## src/logic/fhrb_pkg.sv

```systemverilog
package fhrb_pkg;
   // Register word offsets (each register on one aligned 32-bit word)
   localparam logic [3:0] OFS_PIN_MON_B = 4'h1;
   localparam logic [3:0] OFS_DRIVE_OUT = 4'h2;
   localparam logic [3:0] OFS_TAPE_MEDIA = 4'h3;
   localparam logic [3:0] OFS_RATE_STAT = 4'h4;
   localparam logic [3:0] OFS_FIFO = 4'h5;
   localparam logic [3:0] OFS_MEDIA_CC = 4'h7;
   localparam logic [3:0] OFS_STATUS_ZERO = 4'h8;
   localparam logic [3:0] OFS_CFG = 4'h9;
   localparam logic [3:0] OFS_CFG2 = 4'hA;
   localparam logic [3:0] OFS_EVENT = 4'hB;

   // Register layout variants
   localparam logic [1:0] LAYOUT_AT = 2'h0;
   localparam logic [1:0] LAYOUT_PRIMARY = 2'h1;
   localparam logic [1:0] LAYOUT_REDUCED = 2'h2;

   // Rate select encodings
   localparam logic [1:0] RATE_500K = 2'h0;
   localparam logic [1:0] RATE_300K = 2'h1;
   localparam logic [1:0] RATE_250K = 2'h2;
   localparam logic [1:0] RATE_1M = 2'h3;
   localparam logic [1:0] RATE_TABLE_2M = 2'h2;

   // Precompensation codes and delays in 10 ps units
   localparam logic [2:0] PRECOMP_DEFAULT = 3'h0;
   localparam logic [2:0] PRECOMP_OFF = 3'h7;
   localparam logic [15:0] PRECOMP_STEP = 16'h1047;
   localparam logic [15:0] PRECOMP_STEP_2M = 16'h0820;
   localparam logic [15:0] PRECOMP_DEF_LOW = 16'h30D4;

   // Termination codes
   localparam logic [1:0] TERM_NORMAL = 2'h0;
   localparam logic [1:0] TERM_ABNORMAL = 2'h1;
   localparam logic [1:0] TERM_INVALID = 2'h2;
   localparam logic [6:0] TRACK0_STEP_LIMIT = 7'h4D;

   localparam logic [7:0] RESET_ZERO = 8'h00;
   localparam logic [7:0] FLOAT_READ = 8'h7F;
   localparam int FIFO_DEPTH = 4;

   typedef struct packed {
      logic write_data_out;
      logic read_data_in;
      logic write_gate_n;
      logic motor_a_enable_n;
      logic drive_a_select_pin;
      logic disk_change_input;
   } fhrb_pins_t;

   typedef struct packed {
      logic [1:0] termination_code;
      logic seek_end_flag;
      logic equipment_fault;
      logic not_ready_flag;
      logic head_address;
      logic [1:0] unit_select;
   } fhrb_st0_t;
endpackage

```

## src/logic/fhrb_top.sv

```systemverilog
// Function
// - Monitor bit 5 mirrors drive select bit 0
// - Bits 4,3 toggle on write/read data rises
// - Bits 2,0 invert write gate and motor A
// - Reduced layout: select pin, latched inverted flops
// - Write-only drive output register at offset two
// - Three-mode: media and boot bits copied in
// - Drive type bits follow last selected drive
// - Tape bits give tape logical drive number
// - Last written rate register sets effective rate
// - Rate bit 7 resets, bit 6 powers down
// - Precomp code picks delay, default, or off
// - Rate code sets speed and reduced current
// - Tape 2M needs code 01, table 10
// - Four-deep data FIFO, disabled until configured
// - Status zero bits 7:6 termination code
// - Status zero seek, fault, ready, head, drive
// - AT layout: bit 7 inverted change, rest float
// - Primary: inverted change, ones, rate bits
// - Primary bit 0 low for high density
// - Reduced: true change, DMA, precomp-off, rate
// - Reduced config bit 2 disables precompensation
`timescale 1ns/100ps
module fhrb_top #(
   parameter int DEPTH = fhrb_pkg::FIFO_DEPTH
) (
   input wire logic core_clk,
   input wire logic rst,
   input wire logic [3:0] avs_address,
   input wire logic avs_read,
   input wire logic avs_write,
   input wire logic [31:0] avs_writedata,
   output logic [31:0] avs_readdata,
   output logic avs_waitrequest,
   input wire logic [1:0] layout_select,
   input wire fhrb_pkg::fhrb_pins_t pins_in,
   input wire fhrb_pkg::fhrb_st0_t status_zero_in,
   input wire logic status_zero_load,
   output logic [1:0] rate_select,
   output logic reduced_write_current,
   output logic [2:0] precomp_select,
   output logic [15:0] precomp_delay,
   output logic tape_2m_rate,
   output logic power_down,
   output logic controller_reset,
   output logic [3:0] motor_enable,
   output logic [1:0] drive_select,
   output logic dma_request_enable
);
   typedef struct packed {
      logic [31:0] rdata;
      logic ack;
      logic [7:0] dout;
      logic [1:0] tape_sel;
      logic [7:0] rate_reg;
      logic [2:0] cc_reg;
      logic [1:0] rate_eff;
      logic sw_reset;
      logic fifo_en;
      logic [DEPTH-1:0][7:0] fifo;
      logic [2:0] fifo_cnt;
      logic [7:0] st0;
      logic [7:0] cfg;
      logic [7:0] cfg2;
      logic three_mode_enable;
      logic [5:0] s1, s2, s3;
      logic wd_tog, rd_tog;
      logic wd_ff, rd_ff, wg_ff;
      logic [15:0] pdelay;
   } fhrb_state_t;

   fhrb_state_t q, d;
   fhrb_pkg::fhrb_pins_t p_now, p_old;

   function automatic logic [15:0] precomp_ps(input logic [2:0] code,
      input logic [1:0] rate, input logic tape2m, input logic precomp_disable);
      logic [15:0] step;
      step = tape2m ? fhrb_pkg::PRECOMP_STEP_2M : fhrb_pkg::PRECOMP_STEP;
      if (precomp_disable || code == fhrb_pkg::PRECOMP_OFF) begin
         precomp_ps = 16'h0000;
      end else if (code == fhrb_pkg::PRECOMP_DEFAULT) begin
         if (tape2m) begin
            precomp_ps = fhrb_pkg::PRECOMP_STEP_2M;
         end else if (rate == fhrb_pkg::RATE_1M) begin
            precomp_ps = fhrb_pkg::PRECOMP_STEP;
         end else begin
            precomp_ps = fhrb_pkg::PRECOMP_DEF_LOW;
         end
      end else begin
         precomp_ps = 16'(step * code);
      end
   endfunction

   // Tape 2M needs both the 300K code and the 2M rate table
   function automatic logic tape_rate_2m(input logic [1:0] rate,
      input logic [1:0] table_sel);
      tape_rate_2m = rate == fhrb_pkg::RATE_300K &&
                     table_sel == fhrb_pkg::RATE_TABLE_2M;
   endfunction

   // Pins pass three flops; a rise counts when stage two is high and stage three is low
   assign p_now = q.s2;
   assign p_old = q.s3;

   always_comb begin
      logic wd_rise, rd_rise, tape2m, hit_w, hit_r;
      logic [7:0] wb, rb;
      logic [1:0] sel;
      d = q;
      wb = avs_writedata[7:0];
      rb = fhrb_pkg::RESET_ZERO;
      sel = q.dout[1:0];
      d.s1 = pins_in;
      d.s2 = q.s1;
      d.s3 = q.s2;
      wd_rise = p_now.write_data_out && !p_old.write_data_out;
      rd_rise = p_now.read_data_in && !p_old.read_data_in;
      if (wd_rise) begin
         d.wd_tog = !q.wd_tog;
         d.wd_ff = !p_now.write_data_out;
         d.wg_ff = !p_now.write_gate_n;
      end
      if (rd_rise) begin
         d.rd_tog = !q.rd_tog;
         d.rd_ff = !p_now.read_data_in;
      end
      d.ack = 1'b0;
      d.sw_reset = 1'b0;
      hit_w = avs_write && !q.ack;
      hit_r = avs_read && !q.ack;
      if (avs_read || avs_write) begin
         d.ack = !q.ack;
      end
      if (status_zero_load) begin
         d.st0 = status_zero_in;
      end
      if (hit_w) begin
         if (avs_address == fhrb_pkg::OFS_DRIVE_OUT) begin
            d.dout = wb;
         end else if (avs_address == fhrb_pkg::OFS_TAPE_MEDIA) begin
            d.tape_sel = wb[1:0];
         end else if (avs_address == fhrb_pkg::OFS_RATE_STAT) begin
            d.rate_reg = wb;
            d.rate_eff = wb[1:0];
            d.sw_reset = wb[7];
         end else if (avs_address == fhrb_pkg::OFS_FIFO) begin
            if (q.fifo_en && q.fifo_cnt < 3'(DEPTH)) begin
               d.fifo[q.fifo_cnt[1:0]] = wb;
               d.fifo_cnt = q.fifo_cnt + 3'h1;
            end
         end else if (avs_address == fhrb_pkg::OFS_MEDIA_CC) begin
            // Reserved bits are dropped; software is expected to send 0
            d.cc_reg = wb[2:0];
            d.rate_eff = wb[1:0];
         end else if (avs_address == fhrb_pkg::OFS_CFG) begin
            d.cfg = wb;
            d.fifo_en = avs_writedata[8];
            d.three_mode_enable = avs_writedata[9];
         end else if (avs_address == fhrb_pkg::OFS_CFG2) begin
            d.cfg2 = wb;
         end
      end
      if (hit_r) begin
         if (avs_address == fhrb_pkg::OFS_PIN_MON_B) begin
            if (layout_select == fhrb_pkg::LAYOUT_REDUCED) begin
               rb = {2'b00, p_now.drive_a_select_pin, q.wd_ff, q.rd_ff,
                     q.wg_ff, 2'b00};
            end else begin
               rb = {2'b11, q.dout[0], q.wd_tog, q.rd_tog,
                     !p_now.write_gate_n, 1'b1,
                     !p_now.motor_a_enable_n};
            end
         end else if (avs_address == fhrb_pkg::OFS_TAPE_MEDIA) begin
            if (q.three_mode_enable) begin
               rb = {q.cfg[5:4], q.cfg2[2*sel+:2], q.cfg[7:6],
                     q.tape_sel};
            end else begin
               rb = {6'b000000, q.tape_sel};
            end
         end else if (avs_address == fhrb_pkg::OFS_RATE_STAT) begin
            rb = {q.fifo_en, 4'h0, q.fifo_cnt};
         end else if (avs_address == fhrb_pkg::OFS_FIFO) begin
            rb = q.fifo[0];
            if (q.fifo_en && q.fifo_cnt != 3'h0) begin
               for (int i = 0; i < DEPTH - 1; i++) begin
                  d.fifo[i] = q.fifo[i+1];
               end
               d.fifo_cnt = q.fifo_cnt - 3'h1;
            end
         end else if (avs_address == fhrb_pkg::OFS_MEDIA_CC) begin
            if (layout_select == fhrb_pkg::LAYOUT_PRIMARY) begin
               rb = {!p_now.disk_change_input, 4'hF, q.rate_eff,
                     (q.rate_eff == fhrb_pkg::RATE_300K ||
                      q.rate_eff == fhrb_pkg::RATE_250K)};
            end else if (layout_select == fhrb_pkg::LAYOUT_REDUCED) begin
               rb = {p_now.disk_change_input, 3'b000, q.dout[3],
                     q.cc_reg[2], q.rate_eff};
            end else begin
               // Floating bits read as ones, like an undriven pulled bus
               rb = {!p_now.disk_change_input,
                     fhrb_pkg::FLOAT_READ[6:0]};
            end
         end else if (avs_address == fhrb_pkg::OFS_STATUS_ZERO) begin
            rb = q.st0;
         end else if (avs_address == fhrb_pkg::OFS_CFG) begin
            rb = q.cfg;
         end else if (avs_address == fhrb_pkg::OFS_CFG2) begin
            rb = q.cfg2;
         end else if (avs_address == fhrb_pkg::OFS_EVENT) begin
            rb = {6'b000000, q.sw_reset, q.rate_reg[6]};
         end
      end
      d.rdata = {24'h00_0000, rb};
      tape2m = tape_rate_2m(q.rate_eff, q.cfg2[7:6]);
      d.pdelay = precomp_ps(q.rate_reg[4:2], q.rate_eff, tape2m,
         layout_select == fhrb_pkg::LAYOUT_REDUCED && q.cc_reg[2]);
      // Software reset clears the FIFO and its enable
      if (q.sw_reset || !q.dout[2]) begin
         d.fifo_cnt = 3'h0;
         d.fifo_en = q.sw_reset ? 1'b0 : d.fifo_en;
      end
   end

   always_ff @(posedge core_clk) begin
      if (rst) begin
         q <= '0;
      end else begin
         q <= d;
      end
   end

   // Outputs driven from flops (avs_waitrequest low on the ack cycle)
   always_ff @(posedge core_clk) begin
      if (rst) begin
         avs_readdata <= 32'h0000_0000;
         avs_waitrequest <= 1'b1;
         rate_select <= fhrb_pkg::RATE_500K;
         reduced_write_current <= 1'b1;
         precomp_select <= fhrb_pkg::PRECOMP_DEFAULT;
         precomp_delay <= 16'h0000;
         tape_2m_rate <= 1'b0;
         power_down <= 1'b0;
         controller_reset <= 1'b1;
         motor_enable <= 4'h0;
         drive_select <= 2'h0;
         dma_request_enable <= 1'b0;
      end else begin
         avs_readdata <= d.rdata;
         avs_waitrequest <= !d.ack;
         rate_select <= q.rate_eff;
         reduced_write_current <= q.rate_eff == fhrb_pkg::RATE_500K ||
                                  q.rate_eff == fhrb_pkg::RATE_1M;
         precomp_select <= q.rate_reg[4:2];
         precomp_delay <= q.pdelay;
         tape_2m_rate <= tape_rate_2m(q.rate_eff, q.cfg2[7:6]);
         power_down <= q.rate_reg[6];
         controller_reset <= !q.dout[2] || q.sw_reset;
         motor_enable <= q.dout[7:4];
         drive_select <= q.dout[1:0];
         dma_request_enable <= q.dout[3];
      end
   end
endmodule

```

## config.mk

```make
export PLATFORM = sky130hd
export DESIGN_NAME = fhrb_top
export DESIGN_NICKNAME = d
export VERILOG_FILES = /design/src/logic/fhrb_pkg.sv /design/src/logic/fhrb_top.sv
export SDC_FILE = /design/constraint.sdc
export NUM_CORES = 1
export LEC_CHECK = 0
export ABC_CLOCK_PERIOD_IN_PS = 3600
export BUFFER_PORTS_ARGS = -buffer_cell sky130_fd_sc_hd__buf_2
export CORE_ASPECT_RATIO = 0.75
export CORE_MARGIN = 2
export CORE_UTILIZATION = 50
export DETAILED_ROUTE_END_ITERATION = 12
export HOLD_SLACK_MARGIN = 0.12
export PLACE_DENSITY = 0.73
export SLEW_MARGIN = 0
export SYNTH_ARGS = -nofsm -noshare
export SYNTH_HDL_FRONTEND = slang
export SYNTH_SLANG_ARGS = --single-unit
```

## constraint.sdc

```tcl
create_clock -name core_clk -period 3.6 [get_ports core_clk]
set_input_delay 0.18 -clock core_clk [delete_from_list [all_inputs] [get_ports core_clk]]
set_output_delay 0.18 -clock core_clk [all_outputs]
set_load 0.02 [all_outputs]
```

==> results of run 1 <==
## cells by family after synthesis
logic type | count (synthesis) | share of synthesized area (%)
AO/OA/AOI/OAI | 92 | 9.66
XOR/XNOR | 3 | 0.392
adder cells (fa/ha/maj) | 18 | 3.81
buffers and inverters | 94 | 6.80
flip-flops | 154 | 46.0
multiplexers | 87 | 13.6
other | 1 | 0.0560
AND/OR/NAND/NOR | 243 | 19.7
## power groups by stage
stage | combinational (uW) | sequential (uW) | clock, uW
floorplan | 175 | 1800 | 0
global placement | 227 | 1790 | 0
detailed placement | 229 | 1790 | 0
CTS | 246 | 1750 | 1810
global route | 270 | 1760 | 1880
finish | 250 | 1750 | 1790
## layout make-up
type / instances / area [um2]
well taps: 171 / 214
multi-input cells: 471 / 3270
inverters: 20 / 75.1
clock buffers: 21 / 460
clock inverters: 11 / 138
repair buffers: 97 / 591
fillers: 1111 / 5190
flip-flops and latches: 154 / 3080
## layout by cell type, fill, tap and decap left out, types with 15 or more instances in the layout
cell type	count
dlygate4sd3_1	18
a211oi_1	31
nor3_1	15
nand2_1	23
dfxtp_1	154
mux2i_1	84
inv_1	20
nor2_1	89
buf_2	73
clkbuf_16	17
conb_1	28
nor2b_1	52
## state kept, by name, indices dropped and copies added, names as in the netlist, 3 cells and up
signal,count
motor_enable,4
precomp_select,3
avs_readdata,8
q,100
d,6
p_now,6
precomp_delay,15
## stage by stage
stage / std cells / instance area, um2 / util, % / hold WS (ns) / setup slack [ns]
final: 945 / 7830 / 60.1 / 0.154 / 0.338
after detailed placement: 895 / 7050 / 54.1 / 0.398 / 0.419
after global routing: 945 / 7830 / 60.1 / 0.149 / 0.147
after floorplan: 719 / 6800 / - / 0.308 / 0.798
after CTS: 945 / 7830 / 60.1 / 0.140 / 0.347
after global placement: 895 / 7050 / 54.1 / 0.389 / 0.520
## per-layer routing
metal / global-route usage, % / part of all wire (%)
met5: 0 / 0
met4: 6.85 / 1.2
met3: 4.82 / 7.5
met2: 34.5 / 44
met1: 34.3 / 47
## worst max-delay path: cells and delay by family, from the launching register on
family                   cells  cell delay (ns)
AND/OR/NAND/NOR              4             0.80
AO/OA/AOI/OAI                2             0.29
buffers and inverters        4             0.39
flip-flops                   1             0.41
adder cells (fa/ha/maj)      4             1.25
## synth_stat cells (2+ instances only)
master     instances  share of area (%)
a211oi_1          31                3.5
inv_1             20                1.1
a221oi_1           5               0.65
o211ai_1           2               0.22
and3_1             4               0.37
nor2b_1           52                4.9
a22oi_1            4               0.45
nor3b_1            3               0.34
nand3b_1           4               0.45
a21oi_1           14                1.0
nor4b_1            2               0.26
o2bb2ai_1          2               0.26
a311oi_1           2               0.26
nor3_1            15                1.1
dfxtp_1          154                 46
mux2i_1           84                 13
nand3_1            6               0.45
nor4_4             3               0.95
nand2b_1          11                1.0
nor2_1            89                5.0
and3b_1            4               0.52
nand4b_1           2               0.26
and2_1             5               0.47
a31oi_1            5               0.47
nor4_1             4               0.37
o22ai_1            3               0.28
clkbuf_1          34                1.9
a31o_2             2               0.26
nand4_1            2               0.19
ha_1              14                2.6
o21ai_0           10               0.75
buf_2              7               0.52
a21o_1             2               0.22
xnor2_1            3               0.39
nand2_1           23                1.3
buf_4             25                2.8
or3_1              5               0.47
mux4_2             3                1.0
a211o_1            2               0.26
fa_1               4                1.2
buf_1              8               0.45
## worst max path at each step
stage            from    to  slack, ns
2_1_floorplan  q[102]  q[8]       0.80
3_3_place_gp   q[102]  q[8]       0.52
3_5_place_dp   q[102]  q[8]       0.42
4_1_cts        q[102]  q[8]       0.35
5_1_grt        q[102]  q[8]       0.15
6_report       q[102]  q[8]       0.34
==> results.sh, run 1 <==
export IMPL_synth_area_um2=6700
export IMPL_rr_endpoint="q[8]"
export IMPL_firstDrtPassIters=5
export IMPL_grt_pass1_wl_um=25800
export IMPL_hold_end="q[105]"
export IMPL_hold_path_depth=3
export IMPL_clkTransAtPathRegs_ns=0.07
export IMPL_period_needed_ns=3.26
export IMPL_postCtsSetupRepairBufs=0
export IMPL_synth_cells=692
export IMPL_cts_tree="built"
export IMPL_dieHeight_um=104
export IMPL_route_detailed_wl_per_inst_um=17.4
export IMPL_layout_drive_gt1_share_pct=15.8
export IMPL_worstHoldPathType="in2reg"
export IMPL_p_sw_share_pct=23.7
export IMPL_worst_pin_slew_ns=0.961
export IMPL_post_cts_resize_count=0
export IMPL_synth_flop_cell="dfxtp_1"
export IMPL_cap_viol_max_count=0
export IMPL_num_vias=5210
export IMPL_coreArea_um2=13000
export IMPL_synth_cell_types=59
export IMPL_hold_buffers=18
export IMPL_critPathMostFrequentCell="inv_1"
export IMPL_synth_edf_count=0
export IMPL_critPathMaxStageDelay_ns=0.44
export IMPL_num_rows=36
export IMPL_power_uw=3790
export IMPL_clk_latency_ns=0.42
export IMPL_setup_viol=0
export IMPL_min_from="avs_writedata[2]"
export IMPL_htreeDepth=4
export IMPL_comb_power_share_pct=6.6
export IMPL_yosysWarningCount=0
export IMPL_reg2reg_depth=14
export IMPL_cts_sinks=154
export IMPL_antenna_found_initial=0
export IMPL_leakagePower_uw=0.00345
export IMPL_drt_iter0_markers=492
export IMPL_critPathKind="reg2reg"
export IMPL_rsz0062_at_grt="false"
export IMPL_startpoint_type="flip-flop"
export IMPL_critPathArrivalTime_ns=3.57
export IMPL_status="finished clean"
export IMPL_io_buffers=74
export IMPL_end_kind="flip-flop"
export IMPL_seqPwrFrac_pct=46.2
export IMPL_hold_viol=0
export IMPL_slowest_stage="fa_1"
export IMPL_overflow=0
export IMPL_rrSetupSlack_ns=0.34
export IMPL_ys_seq_elements=154
export IMPL_fin_nets=836
export IMPL_wl_um=16400
export IMPL_syn_area_per_cell_um2=9.68
export IMPL_relSlewSlack_pct=35.4
export IMPL_hpwl_um=11100
export IMPL_area_growth_pct=16.9
export IMPL_vias_per_cell=5.51
export IMPL_ir_drop_mv=0.356
export IMPL_finalCritPeriodShare_pct=90.6
export IMPL_die_x_um=138
export IMPL_start_util_pct=51.4
export IMPL_skew_ns=0.00865
export IMPL_ioPinCount=122
export IMPL_p_per_area_nw_per_um2=485
export IMPL_crit_chain="inv_1 > ha_1 > nand3b_1 > nand2_1 > inv_1 > fa_1 > inv_1 > ha_1 > inv_1 > fa_1 > nor2b_1 > o2111ai_1 > a21oi_1 > and3b_1"
export IMPL_cp_required_ns=3.91
export IMPL_drc=0
export IMPL_cts_root_buf="clkbuf_16"
export IMPL_synthArstFlopShare_pct=0
export IMPL_die_area_um2=14300
export IMPL_diodes=0
export IMPL_max_clock_freq_mhz=307
export IMPL_p_int_uw=2890
export IMPL_finalSetupTns_ns=0
export IMPL_grt_max_degree=73
export IMPL_crit_reg2reg_launch="q[102]"
export IMPL_slew_viol_final=0
export IMPL_cts_buffers_inserted=17
export IMPL_grt_pass1_vias=4932
export IMPL_gp_congestion=0.959
export IMPL_cts_buffer_depth=2
export IMPL_ys_seq_area_share_pct=46.0
export IMPL_antenna_left=0
export IMPL_p_clk_share_pct=47.2
export IMPL_p_sw_uw=901
export IMPL_grtUsageTotal_pct=23.4
export IMPL_path_max_fanout=8
No activity file was read; power rests on OpenSTA's default activity.
==> inputs of run 2 (changes only) <==
Settings changed: ABC_AREA from default to 1.
==> run 2 against run 1 <==
  * Final cell count rose by 23%
  * Fmax grew 2.7%
  * Combinational power up 2%
  * Critical endpoint unchanged
  * Register-to-register slack better by 0.09 ns
  * Sequential power barely moved
  * Sequential cell count is the same
  * Largest power group is now sequential cells
  * Highest routed layer unchanged
  * Critical path depth rose by 1
  * Die area fell by 1.4%
  * Hold slack worse by 0.023 ns
==> results.sh, run 2 <==
export IMPL_ys_seq_elements=154
export IMPL_cp_required_ns=3.96
export IMPL_synthMuxAreaShare_pct=0
export IMPL_coreArea_um2=12900
export IMPL_hold_viol=0
export IMPL_hold_end="q[96]"
export IMPL_diodes=0
export IMPL_startpoint_type="flip-flop"
export IMPL_grt_pass1_vias=5110
export IMPL_synth_top_family_by_area="simple AND/OR/NAND/NOR gates"
export IMPL_yosys_area_share_adder_pct=3.87
export IMPL_finalSetupTns_ns=0
export IMPL_synth_cell_types=30
export IMPL_synthArstFlopShare_pct=0
export IMPL_overflow=0
export IMPL_firstDrtPassIters=5
export IMPL_relSlewSlack_pct=53.0
export IMPL_max_clock_freq_mhz=315
export IMPL_yosys_area_top_type="dfxtp_1"
export IMPL_cts_buffer_depth=2
export IMPL_rrSetupSlack_ns=0.43
export IMPL_skew_ns=0.0105
export IMPL_status="finished clean"
export IMPL_cts_tree="built"
export IMPL_io_buffers=74
export IMPL_grt_max_degree=68
export IMPL_placed_cells=1109
export IMPL_p_sw_share_pct=26.1
export IMPL_synth_common_cells="inv_1, dfxtp_1, nor2_1"
export IMPL_synth_edf_count=0
export IMPL_vias_per_cell=4.90
export IMPL_gp_congestion=0.984
export IMPL_antenna_found_initial=0
export IMPL_stdcell_count=1159
export IMPL_grt_pass1_wl_um=25700
export IMPL_clk_latency_ns=0.42
export IMPL_layout_drive_gt1_share_pct=12.7
export IMPL_seqPwrFrac_pct=47.6
export IMPL_synth_flop_cell="dfxtp_1"
export IMPL_crit_reg2reg_launch="q[102]"
export IMPL_synth_area_leaders="dfxtp_1, inv_1, nor2_1"
export IMPL_syn_area_per_cell_um2=7.47
export IMPL_start_util_pct=51.1
export IMPL_cts_buffers_inserted=17
export IMPL_num_vias=5674
export IMPL_critPathKind="reg2reg"
export IMPL_die_x_um=137
export IMPL_synth_top_area_share_pct=46.7
export IMPL_synth_compound_area_share_pct=16.4
export IMPL_finalCritPeriodShare_pct=88.2
export IMPL_drc=0
export IMPL_area_growth_pct=17.5
export IMPL_dieHeight_um=104
export IMPL_drt_iter0_markers=495
export IMPL_critPathArrivalTime_ns=3.53
export IMPL_clkTransAtPathRegs_ns=0.07
export IMPL_p_clk_share_pct=45.5
export IMPL_leakagePower_uw=0.00371
export IMPL_rsz0062_at_grt="false"
export IMPL_htreeDepth=4
export IMPL_reg_largest_list="q: 100 flops, precomp_delay: 15 flops, avs_readdata: 8 flops"
export IMPL_period_needed_ns=3.17
export IMPL_cap_viol_max_count=0
export IMPL_largest_reg_flops=100
export IMPL_slew_viol_final=0
export IMPL_grtUsageTotal_pct=23.3
export IMPL_fillers=1189
export IMPL_synth_most_common_cell="inv_1"
export IMPL_wl_um=16000
export IMPL_p_int_uw=2730
export IMPL_worstHoldPathType="in2reg"
export IMPL_synthSimpleGateAreaFrac_pct=18.0
export IMPL_postCtsSetupRepairBufs=0
export IMPL_path_max_fanout=6
export IMPL_num_rows=36
export IMPL_ir_drop_mv=0.333
export IMPL_top_register="q"
export IMPL_fin_nets=1050
export IMPL_cts_root_buf="clkbuf_16"
export IMPL_p_per_area_nw_per_um2=476
export IMPL_synthXorXnorAreaFrac_pct=0.531
export IMPL_cts_sinks=154
export IMPL_p_sw_uw=965
export IMPL_hold_path_depth=3
export IMPL_die_area_um2=14100
export IMPL_yosysWarningCount=0
export IMPL_ioPinCount=122
export IMPL_comb_power_share_pct=6.9
export IMPL_min_from="avs_writedata[5]"
export IMPL_end_kind="flip-flop"
export IMPL_ys_seq_area_share_pct=46.7
export IMPL_synth_area_um2=6600
export IMPL_synth_cells=884
export IMPL_reg2reg_depth=15
export IMPL_hpwl_um=11000
export IMPL_antenna_left=0
export IMPL_final_cell_mix="inv_1, dfxtp_1, nor2_1"
export IMPL_worst_pin_slew_ns=0.705
export IMPL_final_common_cell="inv_1"
export IMPL_setup_viol=0
export IMPL_route_detailed_wl_per_inst_um=13.8
export IMPL_rr_endpoint="q[8]"
-- run 2: changes by cell type in the layout (fill, tap and decap cells not counted), sizes merged, moves of 6 or more --
cell | before | now
nand4 | 2 | 8
o21ai | 10 | 89
nand3 | 6 | 25
inv | 22 | 177
nor2b | 52 | 0
nor4 | 7 | 0
a21oi | 14 | 80
mux2i | 84 | 0
nor3 | 15 | 6
nand2b | 11 | 0
o211ai | 2 | 28
nor2 | 89 | 123
a211oi | 31 | 1
nand2 | 23 | 119
-- run 2: logic make-up (layout without fill, tap and decap cells) --
| group | count (synthesis) | after routing |
|---|---|---|
| AOI/OAI and AO/OA | 201 | 201 |
| xor gates and xnor gates | 4 | 4 |
| adders and majority gates | 18 | 18 |
| buffers and inverters | 223 | 300 |
| DFF | 154 | 154 |
| other | 1 | 28 |
| and+or+nand+nor | 283 | 283 |
-- run 2: layer usage --
layer | share of wire (%) | track usage, % | vias to the layer above
met3 | 7.8 | 5.14 | 22
met4 | 1.4 | 6.32 | 0
met1 | 50 | 36.1 | 2554
met5 | 0 | 0 | -
li1 | - | - | 2890
met2 | 41 | 32.3 | 208
-- run 2: area by class of cell --
class / count / area [um2] / share of cell area [%]
sequential: 154 / 3080 / 39.8
multi-input combinational: 534 / 2670 / 34.4
inverter: 170 / 638 / 8.23
timing repair buffer: 98 / 596 / 7.68
clock buffer: 17 / 425 / 5.49
tap: 171 / 214 / 2.76
clock inverter: 15 / 133 / 1.71
-- run 2: worst max path at each step --
stage | to | startpoint | slack [ns] | depth (start not counted)
after global placement | q[8] | q[102] | 0.63 | 15
after detailed placement | q[8] | q[102] | 0.62 | 15
after global routing | q[8] | q[102] | 0.1 | 15
after floorplan | q[8] | q[102] | 0.79 | 15
after CTS | q[8] | q[102] | 0.47 | 15
final | q[8] | q[102] | 0.43 | 15
-- run 2: worst max-delay path, cell delays in order, from the launching register on --
cell and delay [ns]:
dfxtp_1 0.36, inv_1 0.09, ha_1 0.20, nand3_1 0.10, inv_1 0.07, nor2_1 0.48
fa_1 0.52, inv_1 0.07, ha_1 0.18, inv_1 0.06, fa_1 0.38, o21ai_0 0.16
nand4_1 0.16, nand2_1 0.11, nand2_1 0.06, a21oi_1 0.11
-- run 2: per-stage QoR --
stage | setup WS, ns | power [uW] | instance area, um2 | hold slack (ns) | utilization [%]
2_1_floorplan | 0.794 | 1970 | 6700 | 0.287 | -
3_3_place_gp | 0.628 | 2030 | 7020 | 0.382 | 54.3
3_5_place_dp | 0.616 | 2030 | 7020 | 0.388 | 54.3
4_1_cts | 0.467 | 3710 | 7750 | 0.130 | 60.0
5_1_grt | 0.0956 | 3810 | 7750 | 0.132 | 60.0
6_report | 0.426 | 3690 | 7750 | 0.131 | 60.0
-- run 2: power by group through the flow --
stage	sequential [uW]	clock (uW)	combinational, uW
after floorplan	1800	0	166
after global placement	1800	0	232
after detailed placement	1800	0	233
after CTS	1760	1700	251
after global routing	1760	1770	282
final	1760	1680	254
-- run 2: repair_timing --
action | CTS | global route
hold buffers | 18 | 0
gates resized for setup | 0 | 0
hold endpoints to repair | 22 | 0
